File: src/inc/utrd_regs.vh
//Behaviour
//- tx enable makes the block drive the serial output pin
//- sync mode takes the sync clock pin as transmit clock
//- data write fills buffer; buffer moves to shifter when idle or after stop
//- short characters drop upper written data bits
//- nine-bit characters take ninth bit from tx ninth bit, set before write
//- buffer empty flag is one exactly while transmit buffer is empty
//- empty interrupt requested as a level while flag and enables set
//- data write clears buffer empty flag
//- done flag sets when frame shifted out and buffer is empty
//- done flag clears on interrupt service or on write of one
//- done interrupt raised while done flag set and enables set
//- parity enabled inserts parity after last data bit
//- tx disable waits until shifter and buffer empty, then frees pin
//- rx enable makes the block take the serial input pin
//- sync mode receiver uses sync clock pin as transfer clock
//- receiver starts on valid start bit and samples each bit
//- receiver ignores a second stop bit
//- first stop bit moves frame into receive buffer
//- short characters read back with zero upper bits
//- frame is start low, data lsb first, parity, high stops
//- parity is xor of data bits, inverted for odd
//- async divider is 16, or 8 with double speed
//- polarity zero changes data on rising, samples on falling edge
`ifndef UTRD_REGS_VH
`define UTRD_REGS_VH

`define UTRD_WORD_W      9
`define UTRD_FIFO_DEPTH  8
`define UTRD_FIFO_AW     3
`define UTRD_OS_LAST_N   4'hF
`define UTRD_OS_LAST_D   4'h7
`define UTRD_OS_MID_N    4'h7
`define UTRD_OS_MID_D    4'h3
`define UTRD_CS_NINE     3'h7
`define UTRD_LINE_IDLE   1'b1
`define UTRD_LINE_START  1'b0
`define UTRD_TXE_RST     1'b1
`define UTRD_SYNC_RST    1'b1

`endif

File: src/utrd_core.v
`timescale 1ns/100ps
`default_nettype none
`include "utrd_regs.vh"

module utrd_core (
	input  wire        mclk,
	input  wire        arst_n,
	input  wire        clk_en,
	input  wire        cpu_wr_data,
	input  wire [7:0]  cpu_wdata,
	input  wire        cpu_rd_data,
	output wire [7:0]  rx_data,
	output wire        rx_ninth_bit,
	output wire        rx_ready_flag,
	input  wire        tx_enable,
	input  wire        rx_enable,
	input  wire        sync_mode,
	input  wire        sync_master,
	input  wire        sync_clock_polarity,
	input  wire        double_speed_bit,
	input  wire [11:0] rate_divisor,
	input  wire [2:0]  char_size_field,
	input  wire        parity_enable_bit,
	input  wire        parity_odd,
	input  wire        stop_bits_select,
	input  wire        tx_ninth_bit,
	input  wire        tx_empty_irq_enable,
	input  wire        tx_done_irq_enable,
	input  wire        global_irq_enable,
	input  wire        tx_done_irq_ack,
	input  wire        tx_done_clear,
	output wire        tx_buffer_empty_flag,
	output wire        tx_done_flag,
	output wire        irq_tx_empty,
	output wire        irq_tx_done,
	output wire        txd_out,
	output wire        txd_oe,
	input  wire        rxd_in,
	input  wire        sync_clock_pin_in,
	output wire        sync_clock_pin_out,
	output wire        sync_clock_pin_oe
);

	// ************************************************
	// functions and states
	// ************************************************
	localparam T_IDLE  = 3'h0;
	localparam T_START = 3'h1;
	localparam T_DATA  = 3'h2;
	localparam T_PAR   = 3'h3;
	localparam T_STOP  = 3'h4;
	localparam T_END   = 3'h5;

	localparam R_IDLE  = 3'h0;
	localparam R_START = 3'h1;
	localparam R_DATA  = 3'h2;
	localparam R_PAR   = 3'h3;
	localparam R_STOP  = 3'h4;
	localparam R_HOLD  = 3'h5;

	// data bits per character; one decoder for both directions
	function [3:0] nbits;
		input [2:0] cs;
		begin
			case (cs)
				3'h0: nbits = 4'h5;
				3'h1: nbits = 4'h6;
				3'h2: nbits = 4'h7;
				3'h3: nbits = 4'h8;
				`UTRD_CS_NINE: nbits = 4'h9;
				default: nbits = 4'h8;
			endcase
		end
	endfunction

	function [8:0] mask9;
		input [8:0] v;
		input [3:0] n;
		begin
			mask9 = v & (9'h1FF >> (4'h9 - n));
		end
	endfunction

	wire [3:0] nb = nbits(char_size_field);

	// ************************************************
	// pin synchronisers
	// ************************************************
	wire [1:0] pins_s;
	wire       rxd_s  = pins_s[0];
	wire       xck_s  = pins_s[1];

	utrd_sync #(
		.WIDTH (2)
	) u_sync (
		.mclk     (mclk),
		.arst_n   (arst_n),
		.clk_en   (clk_en),
		.async_in ({sync_clock_pin_in, rxd_in}),
		.sync_out (pins_s)
	);

	// ************************************************
	// rate divider and sync clock
	// ************************************************
	reg [11:0] presc_reg;
	reg        ptick_reg;
	reg        xck_reg;
	reg        xck_oe_reg;
	reg        xprev_reg;
	reg        tx_active_reg;

	wire run     = tx_active_reg || rx_enable;
	wire is_mstr = sync_mode && sync_master;
	wire xlev    = is_mstr ? xck_reg : xck_s;
	wire x_rise  = xlev && !xprev_reg;
	wire x_fall  = !xlev && xprev_reg;
	wire chg_edg = sync_clock_polarity ? x_fall : x_rise;
	wire smp_edg = sync_clock_polarity ? x_rise : x_fall;

	always @(posedge mclk or negedge arst_n) begin
		if (!arst_n) begin
			presc_reg  <= 12'h000;
			ptick_reg  <= 1'b0;
			xck_reg    <= 1'b0;
			xck_oe_reg <= 1'b0;
			xprev_reg  <= 1'b0;
		end else if (clk_en) begin
			xprev_reg <= xlev;
			if (!run) begin
				presc_reg <= rate_divisor;
				ptick_reg <= 1'b0;
			end else if (presc_reg == 12'h000) begin
				presc_reg <= rate_divisor;
				ptick_reg <= 1'b1;
			end else begin
				presc_reg <= presc_reg - 12'h001;
				ptick_reg <= 1'b0;
			end
			// master clock toggles each tick: half period is divisor+1
			if (is_mstr && run) begin
				if (ptick_reg)
					xck_reg <= !xck_reg;
			end else begin
				xck_reg <= sync_clock_polarity;
			end
			xck_oe_reg <= is_mstr && run;
		end
	end

	wire [3:0] os_last = double_speed_bit ? `UTRD_OS_LAST_D : `UTRD_OS_LAST_N;
	wire [3:0] os_mid  = double_speed_bit ? `UTRD_OS_MID_D : `UTRD_OS_MID_N;

	// ************************************************
	// transmitter
	// ************************************************
	reg [2:0] tx_st_reg;
	reg [3:0] tx_os_reg;
	reg [8:0] txbuf_reg;
	reg       tx_empty_reg;
	reg [8:0] tx_sh_reg;
	reg       tx_par_reg;
	reg [3:0] tx_bc_reg;
	reg       tx_stc_reg;
	reg       txd_reg;
	reg       tx_done_reg;
	reg       irq_te_reg;
	reg       irq_td_reg;

	wire tx_strobe = sync_mode ? chg_edg : (ptick_reg && tx_os_reg == os_last);
	wire [8:0] tx_word = mask9({tx_ninth_bit, cpu_wdata}, nb);
	wire tx_load  = !tx_empty_reg && tx_active_reg;
	wire tx_fin   = tx_strobe && tx_st_reg == T_END && !tx_load;
	wire tx_take  = tx_load && (tx_st_reg == T_IDLE
			|| (tx_st_reg == T_END && tx_strobe));

	always @(posedge mclk or negedge arst_n) begin
		if (!arst_n) begin
			tx_os_reg <= 4'h0;
		end else if (clk_en) begin
			// wrap only on a tick, or a slow divisor would never reach the strobe
			if (sync_mode)
				tx_os_reg <= 4'h0;
			else if (ptick_reg)
				tx_os_reg <= (tx_os_reg == os_last) ? 4'h0 : tx_os_reg + 4'h1;
		end
	end

	// buffer and its empty flag
	always @(posedge mclk or negedge arst_n) begin
		if (!arst_n) begin
			txbuf_reg    <= 9'h000;
			tx_empty_reg <= `UTRD_TXE_RST;
		end else if (clk_en) begin
			if (cpu_wr_data) begin
				txbuf_reg    <= tx_word;
				tx_empty_reg <= 1'b0;
			end else if (tx_take) begin
				tx_empty_reg <= 1'b1;
			end
		end
	end

	// deferred disable: pin is held until nothing is left to send
	always @(posedge mclk or negedge arst_n) begin
		if (!arst_n) begin
			tx_active_reg <= 1'b0;
		end else if (clk_en) begin
			if (tx_enable)
				tx_active_reg <= 1'b1;
			else if (tx_st_reg == T_IDLE && tx_empty_reg && !cpu_wr_data)
				tx_active_reg <= 1'b0;
		end
	end

	always @(posedge mclk or negedge arst_n) begin
		if (!arst_n) begin
			tx_st_reg  <= T_IDLE;
			tx_sh_reg  <= 9'h000;
			tx_par_reg <= 1'b0;
			tx_bc_reg  <= 4'h0;
			tx_stc_reg <= 1'b0;
			txd_reg    <= `UTRD_LINE_IDLE;
		end else if (clk_en) begin
			if (tx_take) begin
				tx_sh_reg  <= txbuf_reg;
				tx_par_reg <= (^txbuf_reg) ^ parity_odd;
			end
			case (tx_st_reg)
				T_IDLE: begin
					txd_reg <= `UTRD_LINE_IDLE;
					if (tx_take)
						tx_st_reg <= T_START;
				end
				T_START: begin
					if (tx_strobe) begin
						txd_reg   <= `UTRD_LINE_START;
						tx_bc_reg <= 4'h0;
						tx_st_reg <= T_DATA;
					end
				end
				T_DATA: begin
					if (tx_strobe) begin
						txd_reg   <= tx_sh_reg[0];
						tx_sh_reg <= {1'b0, tx_sh_reg[8:1]};
						tx_bc_reg <= tx_bc_reg + 4'h1;
						if (tx_bc_reg == nb - 4'h1)
							tx_st_reg <= parity_enable_bit ? T_PAR : T_STOP;
					end
				end
				T_PAR: begin
					if (tx_strobe) begin
						txd_reg   <= tx_par_reg;
						tx_st_reg <= T_STOP;
					end
				end
				T_STOP: begin
					if (tx_strobe) begin
						txd_reg    <= `UTRD_LINE_IDLE;
						tx_stc_reg <= 1'b0;
						if (tx_stc_reg || !stop_bits_select)
							tx_st_reg <= T_END;
						else
							tx_stc_reg <= 1'b1;
					end
				end
				T_END: begin
					// this strobe ends the last stop bit; a waiting word
					// starts its start bit on the same strobe
					if (tx_strobe) begin
						if (tx_load) begin
							txd_reg   <= `UTRD_LINE_START;
							tx_bc_reg <= 4'h0;
							tx_st_reg <= T_DATA;
						end else begin
							tx_st_reg <= T_IDLE;
						end
					end
				end
				default: tx_st_reg <= T_IDLE;
			endcase
		end
	end

	// done flag: setting beats a clear in the same cycle
	always @(posedge mclk or negedge arst_n) begin
		if (!arst_n) begin
			tx_done_reg <= 1'b0;
			irq_te_reg  <= 1'b0;
			irq_td_reg  <= 1'b0;
		end else if (clk_en) begin
			if (tx_fin)
				tx_done_reg <= 1'b1;
			else if (tx_done_irq_ack || tx_done_clear)
				tx_done_reg <= 1'b0;
			irq_te_reg <= tx_empty_irq_enable && global_irq_enable
				&& tx_empty_reg && !cpu_wr_data;
			irq_td_reg <= tx_done_irq_enable && global_irq_enable
				&& (tx_fin || (tx_done_reg
				&& !tx_done_irq_ack && !tx_done_clear));
		end
	end

	// ************************************************
	// receiver
	// ************************************************
	reg [2:0] rx_st_reg;
	reg [3:0] rx_os_reg;
	reg [8:0] rx_sh_reg;
	reg [3:0] rx_bc_reg;
	reg [7:0] rx_data_reg;
	reg       rx_ninth_reg;
	reg       rx_rdy_reg;

	wire       fifo_in_ready;
	wire       fifo_out_valid;
	wire [8:0] fifo_out_data;

	wire rx_samp = sync_mode ? smp_edg
			: (ptick_reg && rx_os_reg == os_mid);
	wire [8:0] rx_word = mask9(rx_sh_reg >> (4'h9 - nb), nb);
	wire rx_push = rx_st_reg == R_HOLD;
	wire rx_pop  = cpu_rd_data && rx_rdy_reg;

	always @(posedge mclk or negedge arst_n) begin
		if (!arst_n) begin
			rx_st_reg <= R_IDLE;
			rx_os_reg <= 4'h0;
			rx_sh_reg <= 9'h000;
			rx_bc_reg <= 4'h0;
		end else if (clk_en) begin
			if (rx_st_reg == R_IDLE)
				rx_os_reg <= 4'h0;
			else if (ptick_reg)
				rx_os_reg <= (rx_os_reg == os_last) ? 4'h0 : rx_os_reg + 4'h1;
			if (!rx_enable) begin
				rx_st_reg <= R_IDLE;
			end else begin
				case (rx_st_reg)
					R_IDLE: begin
						rx_bc_reg <= 4'h0;
						if (sync_mode) begin
							if (smp_edg && rxd_s == `UTRD_LINE_START)
								rx_st_reg <= R_DATA;
						end else if (ptick_reg && rxd_s == `UTRD_LINE_START) begin
							rx_st_reg <= R_START;
						end
					end
					R_START: begin
						// a glitch shorter than half a bit is not a start
						if (rx_samp)
							rx_st_reg <= rxd_s ? R_IDLE : R_DATA;
					end
					R_DATA: begin
						if (rx_samp) begin
							rx_sh_reg <= {rxd_s, rx_sh_reg[8:1]};
							rx_bc_reg <= rx_bc_reg + 4'h1;
							if (rx_bc_reg == nb - 4'h1)
								rx_st_reg <= parity_enable_bit ? R_PAR : R_STOP;
						end
					end
					R_PAR: begin
						if (rx_samp)
							rx_st_reg <= R_STOP;
					end
					R_STOP: begin
						// only the first stop bit is looked at
						if (rx_samp)
							rx_st_reg <= R_HOLD;
					end
					R_HOLD: begin
						// held while the buffer is full: no new start taken
						if (fifo_in_ready)
							rx_st_reg <= R_IDLE;
					end
					default: rx_st_reg <= R_IDLE;
				endcase
			end
		end
	end

	utrd_fifo #(
		.WIDTH (`UTRD_WORD_W),
		.DEPTH (`UTRD_FIFO_DEPTH),
		.AW    (`UTRD_FIFO_AW)
	) u_rxbuf (
		.mclk      (mclk),
		.arst_n    (arst_n),
		.clk_en    (clk_en),
		.flush     (!rx_enable),
		.in_valid  (rx_push),
		.in_ready  (fifo_in_ready),
		.in_data   (rx_word),
		.out_valid (fifo_out_valid),
		.out_ready (rx_pop),
		.out_data  (fifo_out_data)
	);

	// registered view of the buffer head; it trails a read by one cycle
	always @(posedge mclk or negedge arst_n) begin
		if (!arst_n) begin
			rx_data_reg  <= 8'h00;
			rx_ninth_reg <= 1'b0;
			rx_rdy_reg   <= 1'b0;
		end else if (clk_en) begin
			rx_rdy_reg   <= fifo_out_valid && !rx_pop && rx_enable;
			rx_data_reg  <= fifo_out_valid ? fifo_out_data[7:0] : 8'h00;
			rx_ninth_reg <= fifo_out_valid && fifo_out_data[8];
		end
	end

	// ************************************************
	// outputs
	// ************************************************
	assign rx_data              = rx_data_reg;
	assign rx_ninth_bit         = rx_ninth_reg;
	assign rx_ready_flag        = rx_rdy_reg;
	assign tx_buffer_empty_flag = tx_empty_reg;
	assign tx_done_flag         = tx_done_reg;
	assign irq_tx_empty         = irq_te_reg;
	assign irq_tx_done          = irq_td_reg;
	assign txd_out              = txd_reg;
	assign txd_oe               = tx_active_reg;
	assign sync_clock_pin_out   = xck_reg;
	assign sync_clock_pin_oe    = xck_oe_reg;

endmodule // utrd_core
`default_nettype wire

File: src/utrd_fifo.v
`timescale 1ns/100ps
`default_nettype none
`include "utrd_regs.vh"

module utrd_fifo #(
	parameter WIDTH = `UTRD_WORD_W,
	parameter DEPTH = `UTRD_FIFO_DEPTH,
	parameter AW    = `UTRD_FIFO_AW
) (
	input  wire             mclk,
	input  wire             arst_n,
	input  wire             clk_en,
	input  wire             flush,
	input  wire             in_valid,
	output wire             in_ready,
	input  wire [WIDTH-1:0] in_data,
	output wire             out_valid,
	input  wire             out_ready,
	output wire [WIDTH-1:0] out_data
);

	reg [WIDTH-1:0] mem_reg [0:DEPTH-1];
	reg [AW-1:0]    wr_ptr_reg;
	reg [AW-1:0]    rd_ptr_reg;
	reg [AW:0]      count_reg;

	localparam [AW-1:0] PTR_ONE = {{(AW-1){1'b0}}, 1'b1};
	localparam [AW:0]   CNT_ONE = {{AW{1'b0}}, 1'b1};

	wire push = in_valid && in_ready;
	wire pop  = out_valid && out_ready;

	assign in_ready  = (count_reg != DEPTH[AW:0]);
	assign out_valid = (count_reg != {(AW+1){1'b0}});
	assign out_data  = mem_reg[rd_ptr_reg];

	always @(posedge mclk) begin
		if (clk_en && push && !flush) begin
			mem_reg[wr_ptr_reg] <= in_data;
		end
	end

	always @(posedge mclk or negedge arst_n) begin
		if (!arst_n) begin
			wr_ptr_reg <= {AW{1'b0}};
			rd_ptr_reg <= {AW{1'b0}};
			count_reg  <= {(AW+1){1'b0}};
		end else if (clk_en) begin
			if (flush) begin
				wr_ptr_reg <= {AW{1'b0}};
				rd_ptr_reg <= {AW{1'b0}};
				count_reg  <= {(AW+1){1'b0}};
			end else begin
				if (push)
					wr_ptr_reg <= wr_ptr_reg + PTR_ONE;
				if (pop)
					rd_ptr_reg <= rd_ptr_reg + PTR_ONE;
				if (push && !pop)
					count_reg <= count_reg + CNT_ONE;
				else if (pop && !push)
					count_reg <= count_reg - CNT_ONE;
			end
		end
	end

endmodule // utrd_fifo
`default_nettype wire

File: src/utrd_sync.v
`timescale 1ns/100ps
`default_nettype none
`include "utrd_regs.vh"

module utrd_sync #(
	parameter WIDTH = 2
) (
	input  wire             mclk,
	input  wire             arst_n,
	input  wire             clk_en,
	input  wire [WIDTH-1:0] async_in,
	output wire [WIDTH-1:0] sync_out
);

	reg [WIDTH-1:0] stage1_reg;
	reg [WIDTH-1:0] stage2_reg;

	genvar i;
	generate
		for (i = 0; i < WIDTH; i = i + 1) begin : g_bit
			// first stage feeds only the second
			always @(posedge mclk or negedge arst_n) begin
				if (!arst_n) begin
					stage1_reg[i] <= `UTRD_SYNC_RST;
					stage2_reg[i] <= `UTRD_SYNC_RST;
				end else if (clk_en) begin
					stage1_reg[i] <= async_in[i];
					stage2_reg[i] <= stage1_reg[i];
				end
			end
		end
	endgenerate

	assign sync_out = stage2_reg;

endmodule // utrd_sync
`default_nettype wire
File: config.mk
export PLATFORM = sky130hd
export DESIGN_NAME = utrd_core
export DESIGN_NICKNAME = d
export VERILOG_FILES = /design/src/utrd_core.v /design/src/utrd_fifo.v /design/src/utrd_sync.v
export VERILOG_INCLUDE_DIRS = /design/src /design/src/inc
export SDC_FILE = /design/constraint.sdc
export NUM_CORES = 1
export LEC_CHECK = 0
export ABC_CLOCK_PERIOD_IN_PS = 4050
export BUFFER_PORTS_ARGS = -buffer_cell sky130_fd_sc_hd__buf_2
export CAP_MARGIN = 20
export CORE_MARGIN = 10
export CORE_UTILIZATION = 35
export DETAILED_ROUTE_END_ITERATION = 12
export MAX_ROUTING_LAYER = met4
export PLACE_DENSITY_LB_ADDON = 0.2
export SLEW_MARGIN = 25
export SYNTH_ARGS = -nofsm -noshare
export SYNTH_HDL_FRONTEND = slang
export SYNTH_HIERARCHICAL = 1
export SYNTH_SLANG_ARGS = --single-unit
File: constraint.sdc
create_clock -name mclk -period 4.05 [get_ports mclk]
set_clock_uncertainty 0.1 [all_clocks]
set_input_delay 0.81 -clock mclk [delete_from_list [all_inputs] [get_ports mclk]]
set_output_delay 0.81 -clock mclk [all_outputs]
set_load 0.01 [all_outputs]
# Word-level counts from Yosys, hierarchy flattened

Memory sizes are Yosys's and may differ from the RTL's.
Cells that the tools add are included.

Add/subtract/negate cells: 11
Equal/unequal tests: 41
Shifts and indexed selects: 2
Multiplexer cells: 77
Bitwise operators: 4
Reduce and logical (&&, ||, !) cells: 80

Operators by type and width:

| kind                  | number |
|---|---|
| $mux 3                | 24 |
| $mux 4                | 15 |
| $pmux 3 s6            | 2 |
| $logic_and 1x1->1     | 31 |
| $mux 9                | 3 |
| $mux 1                | 24 |
| $mux 12               | 2 |
| $ne 2x2->1 const B    | 11 |
| $reduce_and 2->1      | 11 |
| $add 4x1->4 const B   | 5 |
| $and 9x9->9           | 2 |
| $ne 3x3->1 const B    | 6 |
| $reduce_and 9->1      | 2 |
| $eq 4x4->1            | 4 |
| $pmux 4 s4            | 1 |
| $eq 3x2->1 const B    | 5 |
| $eq 3x3->1 const B    | 5 |
| $logic_not 1->1       | 12 |
| $logic_not 12->1      | 1 |
| $pmux 4 s3            | 1 |
| $reduce_bool 2->1     | 6 |
| $sub 12x1->12 const B | 1 |
| $eq 3x1->1 const B    | 3 |
| $logic_not 3->1       | 3 |
| 25 further kinds      | 35 |

Register bits: 97
Memory bits (writable): 72
Input port bits: 45
Word-level logic and storage cells: 248
Memories: 1

Memory list:

| name            | words | width | rd ports | clocked after Yosys merged registers in | wr ports | RTL line       | text |
|---|---|---|---|---|---|---|---|
| u_rxbuf.mem_reg | 8     | 9     | 1        | 0                                       | 1        | utrd_fifo.v:22 | `reg [WIDTH-1:0] mem_reg [0:DEPTH-1];` |

# Depth between registers and ports, before layout

Depth in word-level cells: 12
Gate-level depth with buffers: 10
Gate-level depth less buffers: 9

# Modules after synthesis

Netlist, hierarchy kept.

By module, submodules not included:

| module    | instances | cells each | area each (um^2) |
|---|---|---|---|
| utrd_core | 1         | 583        | 5136.2 |
| utrd_fifo | 1         | 213        | 3474.6 |
| utrd_sync | 1         | 8          | 150.1 |

# Least setup slack after synthesis

OpenSTA, ideal clock, no wires.

Kind: input to register
Start: input port char_size_field[2]
End: memory u_rxbuf/mem_reg[0][5] (netlist bit) (data pin)
Library setup time: 357 ps
Arrival time: 2941 ps
Required time: 3593 ps
Setup slack: 652 ps
Cell stages on the path: 7
Path buffers: 2
Cells stage by stage: buf_2 nor2_2 inv_1 ha_1 ha_1 clkbuf_1 a2111oi_0

Cells in the longest elaborated chain, start to end: 5
Elaborated cells between the ends (all ways): 9
Those cells by class: 1 x add/sub; 3 x eq/ne; 2 x shift; 1 x mux; 1 x bitwise; 1 x reduce/logical

Ends and longest elaborated chain:

| what                                     | RTL line                        | text |
|---|---|---|
| start, declared                          | utrd_core.v:22                  | `input wire [2:0] char_size_field,` |
| $eq 3x3->1, or another cell as far along | utrd_core.v:65                  | `case (cs)` |
| $pmux 4 s4 (*)                           | utrd_core.v:65                  |  |
| $sub 4x4->4 (*)                          | utrd_core.v:80, utrd_core.v:321 |  |
| $shr 9x4->9 (on tied branches)           | utrd_core.v:321, utrd_core.v:80 |  |
| $and 9x9->9 (*)                          | utrd_core.v:80                  | `mask9 = v & (9'h1FF >> (4'h9 - n));` |
| net rx_word[5]                           | utrd_core.v:321                 | `wire [8:0] rx_word = mask9(rx_sh_reg >> (4'h9 - nb), nb);` |
| end, declared                            | utrd_fifo.v:22                  |  |

The timed path passes the listed nets; every way through them passes the cells marked *.

# Final worst setup path

Start: input port char_size_field[0]
End: memory u_rxbuf/mem_reg[6][0] (netlist bit) (data pin)

The elaborated chain is that of the path after synthesis.

==> metrics.yaml <==
path_max_fanout: 15
antenna_found_initial: 0
num_vias: 6409
syn_area_um2: 8760
async_flop_share_pct: 57.4
start_kind: "input pin"
min_period_over_period_pct: 78.4
coreArea_um2: 24500
cp_slowest_cell: "ha_1"
place_inst: 1165
yosysTopAreaCell: "dfrtp_1"
avgSynthCellArea_um2: 10.9
post-route-min-period_ns: 3.18
fin_setup_tns_ns: 0
cts_tree: "done"
cts_setup_buffers: 0
finalHoldViolations: 0
power_density_nw_per_um2: 534
layout.nets: 921
vias_per_cell: 5.35
largest_reg_flops: 72
drt-initial-drc-count: 574
numCtsBuffers: 17
synthTopCellsByArea: "dfrtp_1 (26%), edfxtp_1 (25%), mux4_2 (5.1%), o21ai_0 (3.7%), nand2_1 (3.6%)"
drv_slew: 0
fin_ws_ns: 0.873
ir_drop_mv: 0.266
syn_inst: 804
arrival_ns: 3.24
grt_max_degree: 56
grt_usage_pct: 14.1
cts.sinks: 169
yosys.area.top_type_share_pct: 26.0
cts.reportedPaths.clkPinSlew_ns: 0.07
yosysWarnings: 6
hold_class: "in2async"
wl_um: 21400
ant_nets: 0
antenna_cells: 0
outcome: "completed"
clk_root_buffer_cell: "clkbuf_16"
port_buffers: 62
path_class: "in2reg"
area_growth_pct: 15.4
slew_headroom_pct: 39.3
required_ns: 4.11
endpoint_kind: "flop"
grt_first_pass_wirelength_um: 34300
ys_ff_latch: 169
cts-htree-levels: 4
drc: 0
critical_path.max_stage_delay_ns: 0.55
ys_seq_area_share_pct: 52.5
synth_flop_cell: "dfrtp_1"
clock_latency_ns: 0.44
worst_path_most_repeated_cell: "ha_1"
yosysUniqueCellTypes: 81
overflow: 0
placementRows: 57
io_pins: 63
start_util_pct: 35.8
dp_slack_ns: 0.503
ctsHoldBuffers: 0
ff2ff_setup_slack_ns: 1.46
setup_viol: 0
cts_resized: 0
die_w_um: 178
crit_family: "adder cells"
yosysMostFrequentCell: "dfrtp_1"
drv_cap: 0
firstDrtPassIters: 5
cp_num_buf_inv: 2
rsz0062_at_grt: "false"
syn-num-nets: 865
fmax_mhz: 315
die-area_um2: 31800
die_y_um: 178
hpwl_um: 14500
final_util_pct: 41.3
worstPathCellList: "buf_2, xnor2_1, nor2_2, inv_1, ha_1, ha_1, nand3_1, o31a_1, o22ai_1"
synth_commonest_cells: "dfrtp_1 (91), nand2_1 (83), edfxtp_1 (72)"
wl_per_cell_um: 17.9
p_leak_nw: 4.07
drive_gt1_share_pct: 20.3
worst_pin_slew_ns: 0.911
gp_congestion: 0.884
grt_pass1_vias: 6290
synth-edff-count: 72
cts_max_path_buffers: 2
stdcell_count: 1197
-- kinds of logic after synthesis --
family	Yosys count	synth area share [%]
flops	169	52.5
simple gates	259	15.0
mux	47	8.73
xor+xnor	17	1.70
compound gates	207	15.6
buf+inv	89	4.14
fa+ha+maj	16	2.37
-- power breakdown --
part / switching [W] / leakage, nW / total [W] / internal (W)
clock: 0.000812 / 0.316 / 0.00178 / 0.000969
sequential: 0.000328 / 1.95 / 0.00238 / 0.00205
combinational: 0.000692 / 1.81 / 0.00124 / 0.000552
total: 0.00183 / 4.07 / 0.00540 / 0.00357
-- through the flow --
stage / instance area (um^2) / power (W) / hold slack [ns]
floorplan: 8760 / 0.00327 / 0.350
global placement: 9450 / 0.00365 / 0.361
detailed placement: 9450 / 0.00366 / 0.368
CTS: 10100 / 0.00547 / 0.363
global route: 10100 / 0.00575 / 0.392
finish: 10100 / 0.00540 / 0.339
-- layer usage --
layer,GRT usage [%],wire length (um),share of wire [%],up-vias
met4,3.31,177,0.83,0
met2,21.2,9970,47,113
met3,3.32,759,3.5,11
met1,18.9,10500,49,3189
met5,-,0,0,-
li1,-,-,-,3096
-- final cells by class --
type | count | area, um^2
Multi-Input combinational cell | 546 | 3820
Clock buffer | 17 | 425
Fill cell | 2383 | 14400
Tap cell | 324 | 405
Sequential cell | 169 | 4600
Clock inverter | 15 | 235
Timing Repair Buffer | 79 | 453
Inverter | 47 | 176
-- layout by cell type (no fill, tap or decap), types with 6 or more instances in the layout --
master and count:
a21o_1 8, a21oi_1 45, a221o_1 7, and2_1 8
and3_1 16, buf_2 61, buf_4 17, clkbuf_16 17
dfrtp_1 91, dfstp_2 6, edfxtp_1 72, ha_1 15
inv_1 45, mux2_2 14, mux2i_1 10, mux4_2 20
nand2_1 83, nand2b_1 12, nand3_1 33, nand4_1 7
nor2_1 41, nor3_1 18, o21ai_0 65, o22ai_1 12
o2bb2ai_1 7, o31ai_1 6, or3_1 6, xnor2_1 13
-- worst reg2reg max path, cell delays in order, from the launching register on --
cell and delay (ns):
dfrtp_1 0.50, nand2b_1 0.22, nor2_1 0.34, o211ai_2 0.22, ha_1 0.32, a21o_1 0.17
a21oi_1 0.17, xor2_1 0.20, o21ai_0 0.09, nor2b_1 0.13
-- worst paths after layout --
| check | from | to | cells after the start |
|---|---|---|---|
| max | char_size_field[0] | u_rxbuf/mem_reg[6][0]$_DFFE_PP_ | 9 |
| min | arst_n | u_rxbuf/count_reg[1]$_DFFE_PN0P_ | 1 |
| max reg2reg | rx_st_reg[1]$_DFFE_PN0P_ | u_rxbuf/count_reg[3]$_DFFE_PN0P_ | 9 |
| min reg2reg | txd_out$_DFFE_PN1P_ | txd_out$_DFFE_PN1P_ | 2 |
| max in group asynchronous | arst_n | txd_out$_DFFE_PN1P_ | 2 |
| min in group mclk | txd_out$_DFFE_PN1P_ | txd_out$_DFFE_PN1P_ | 2 |
No activity file was read; power rests on OpenSTA's default activity.
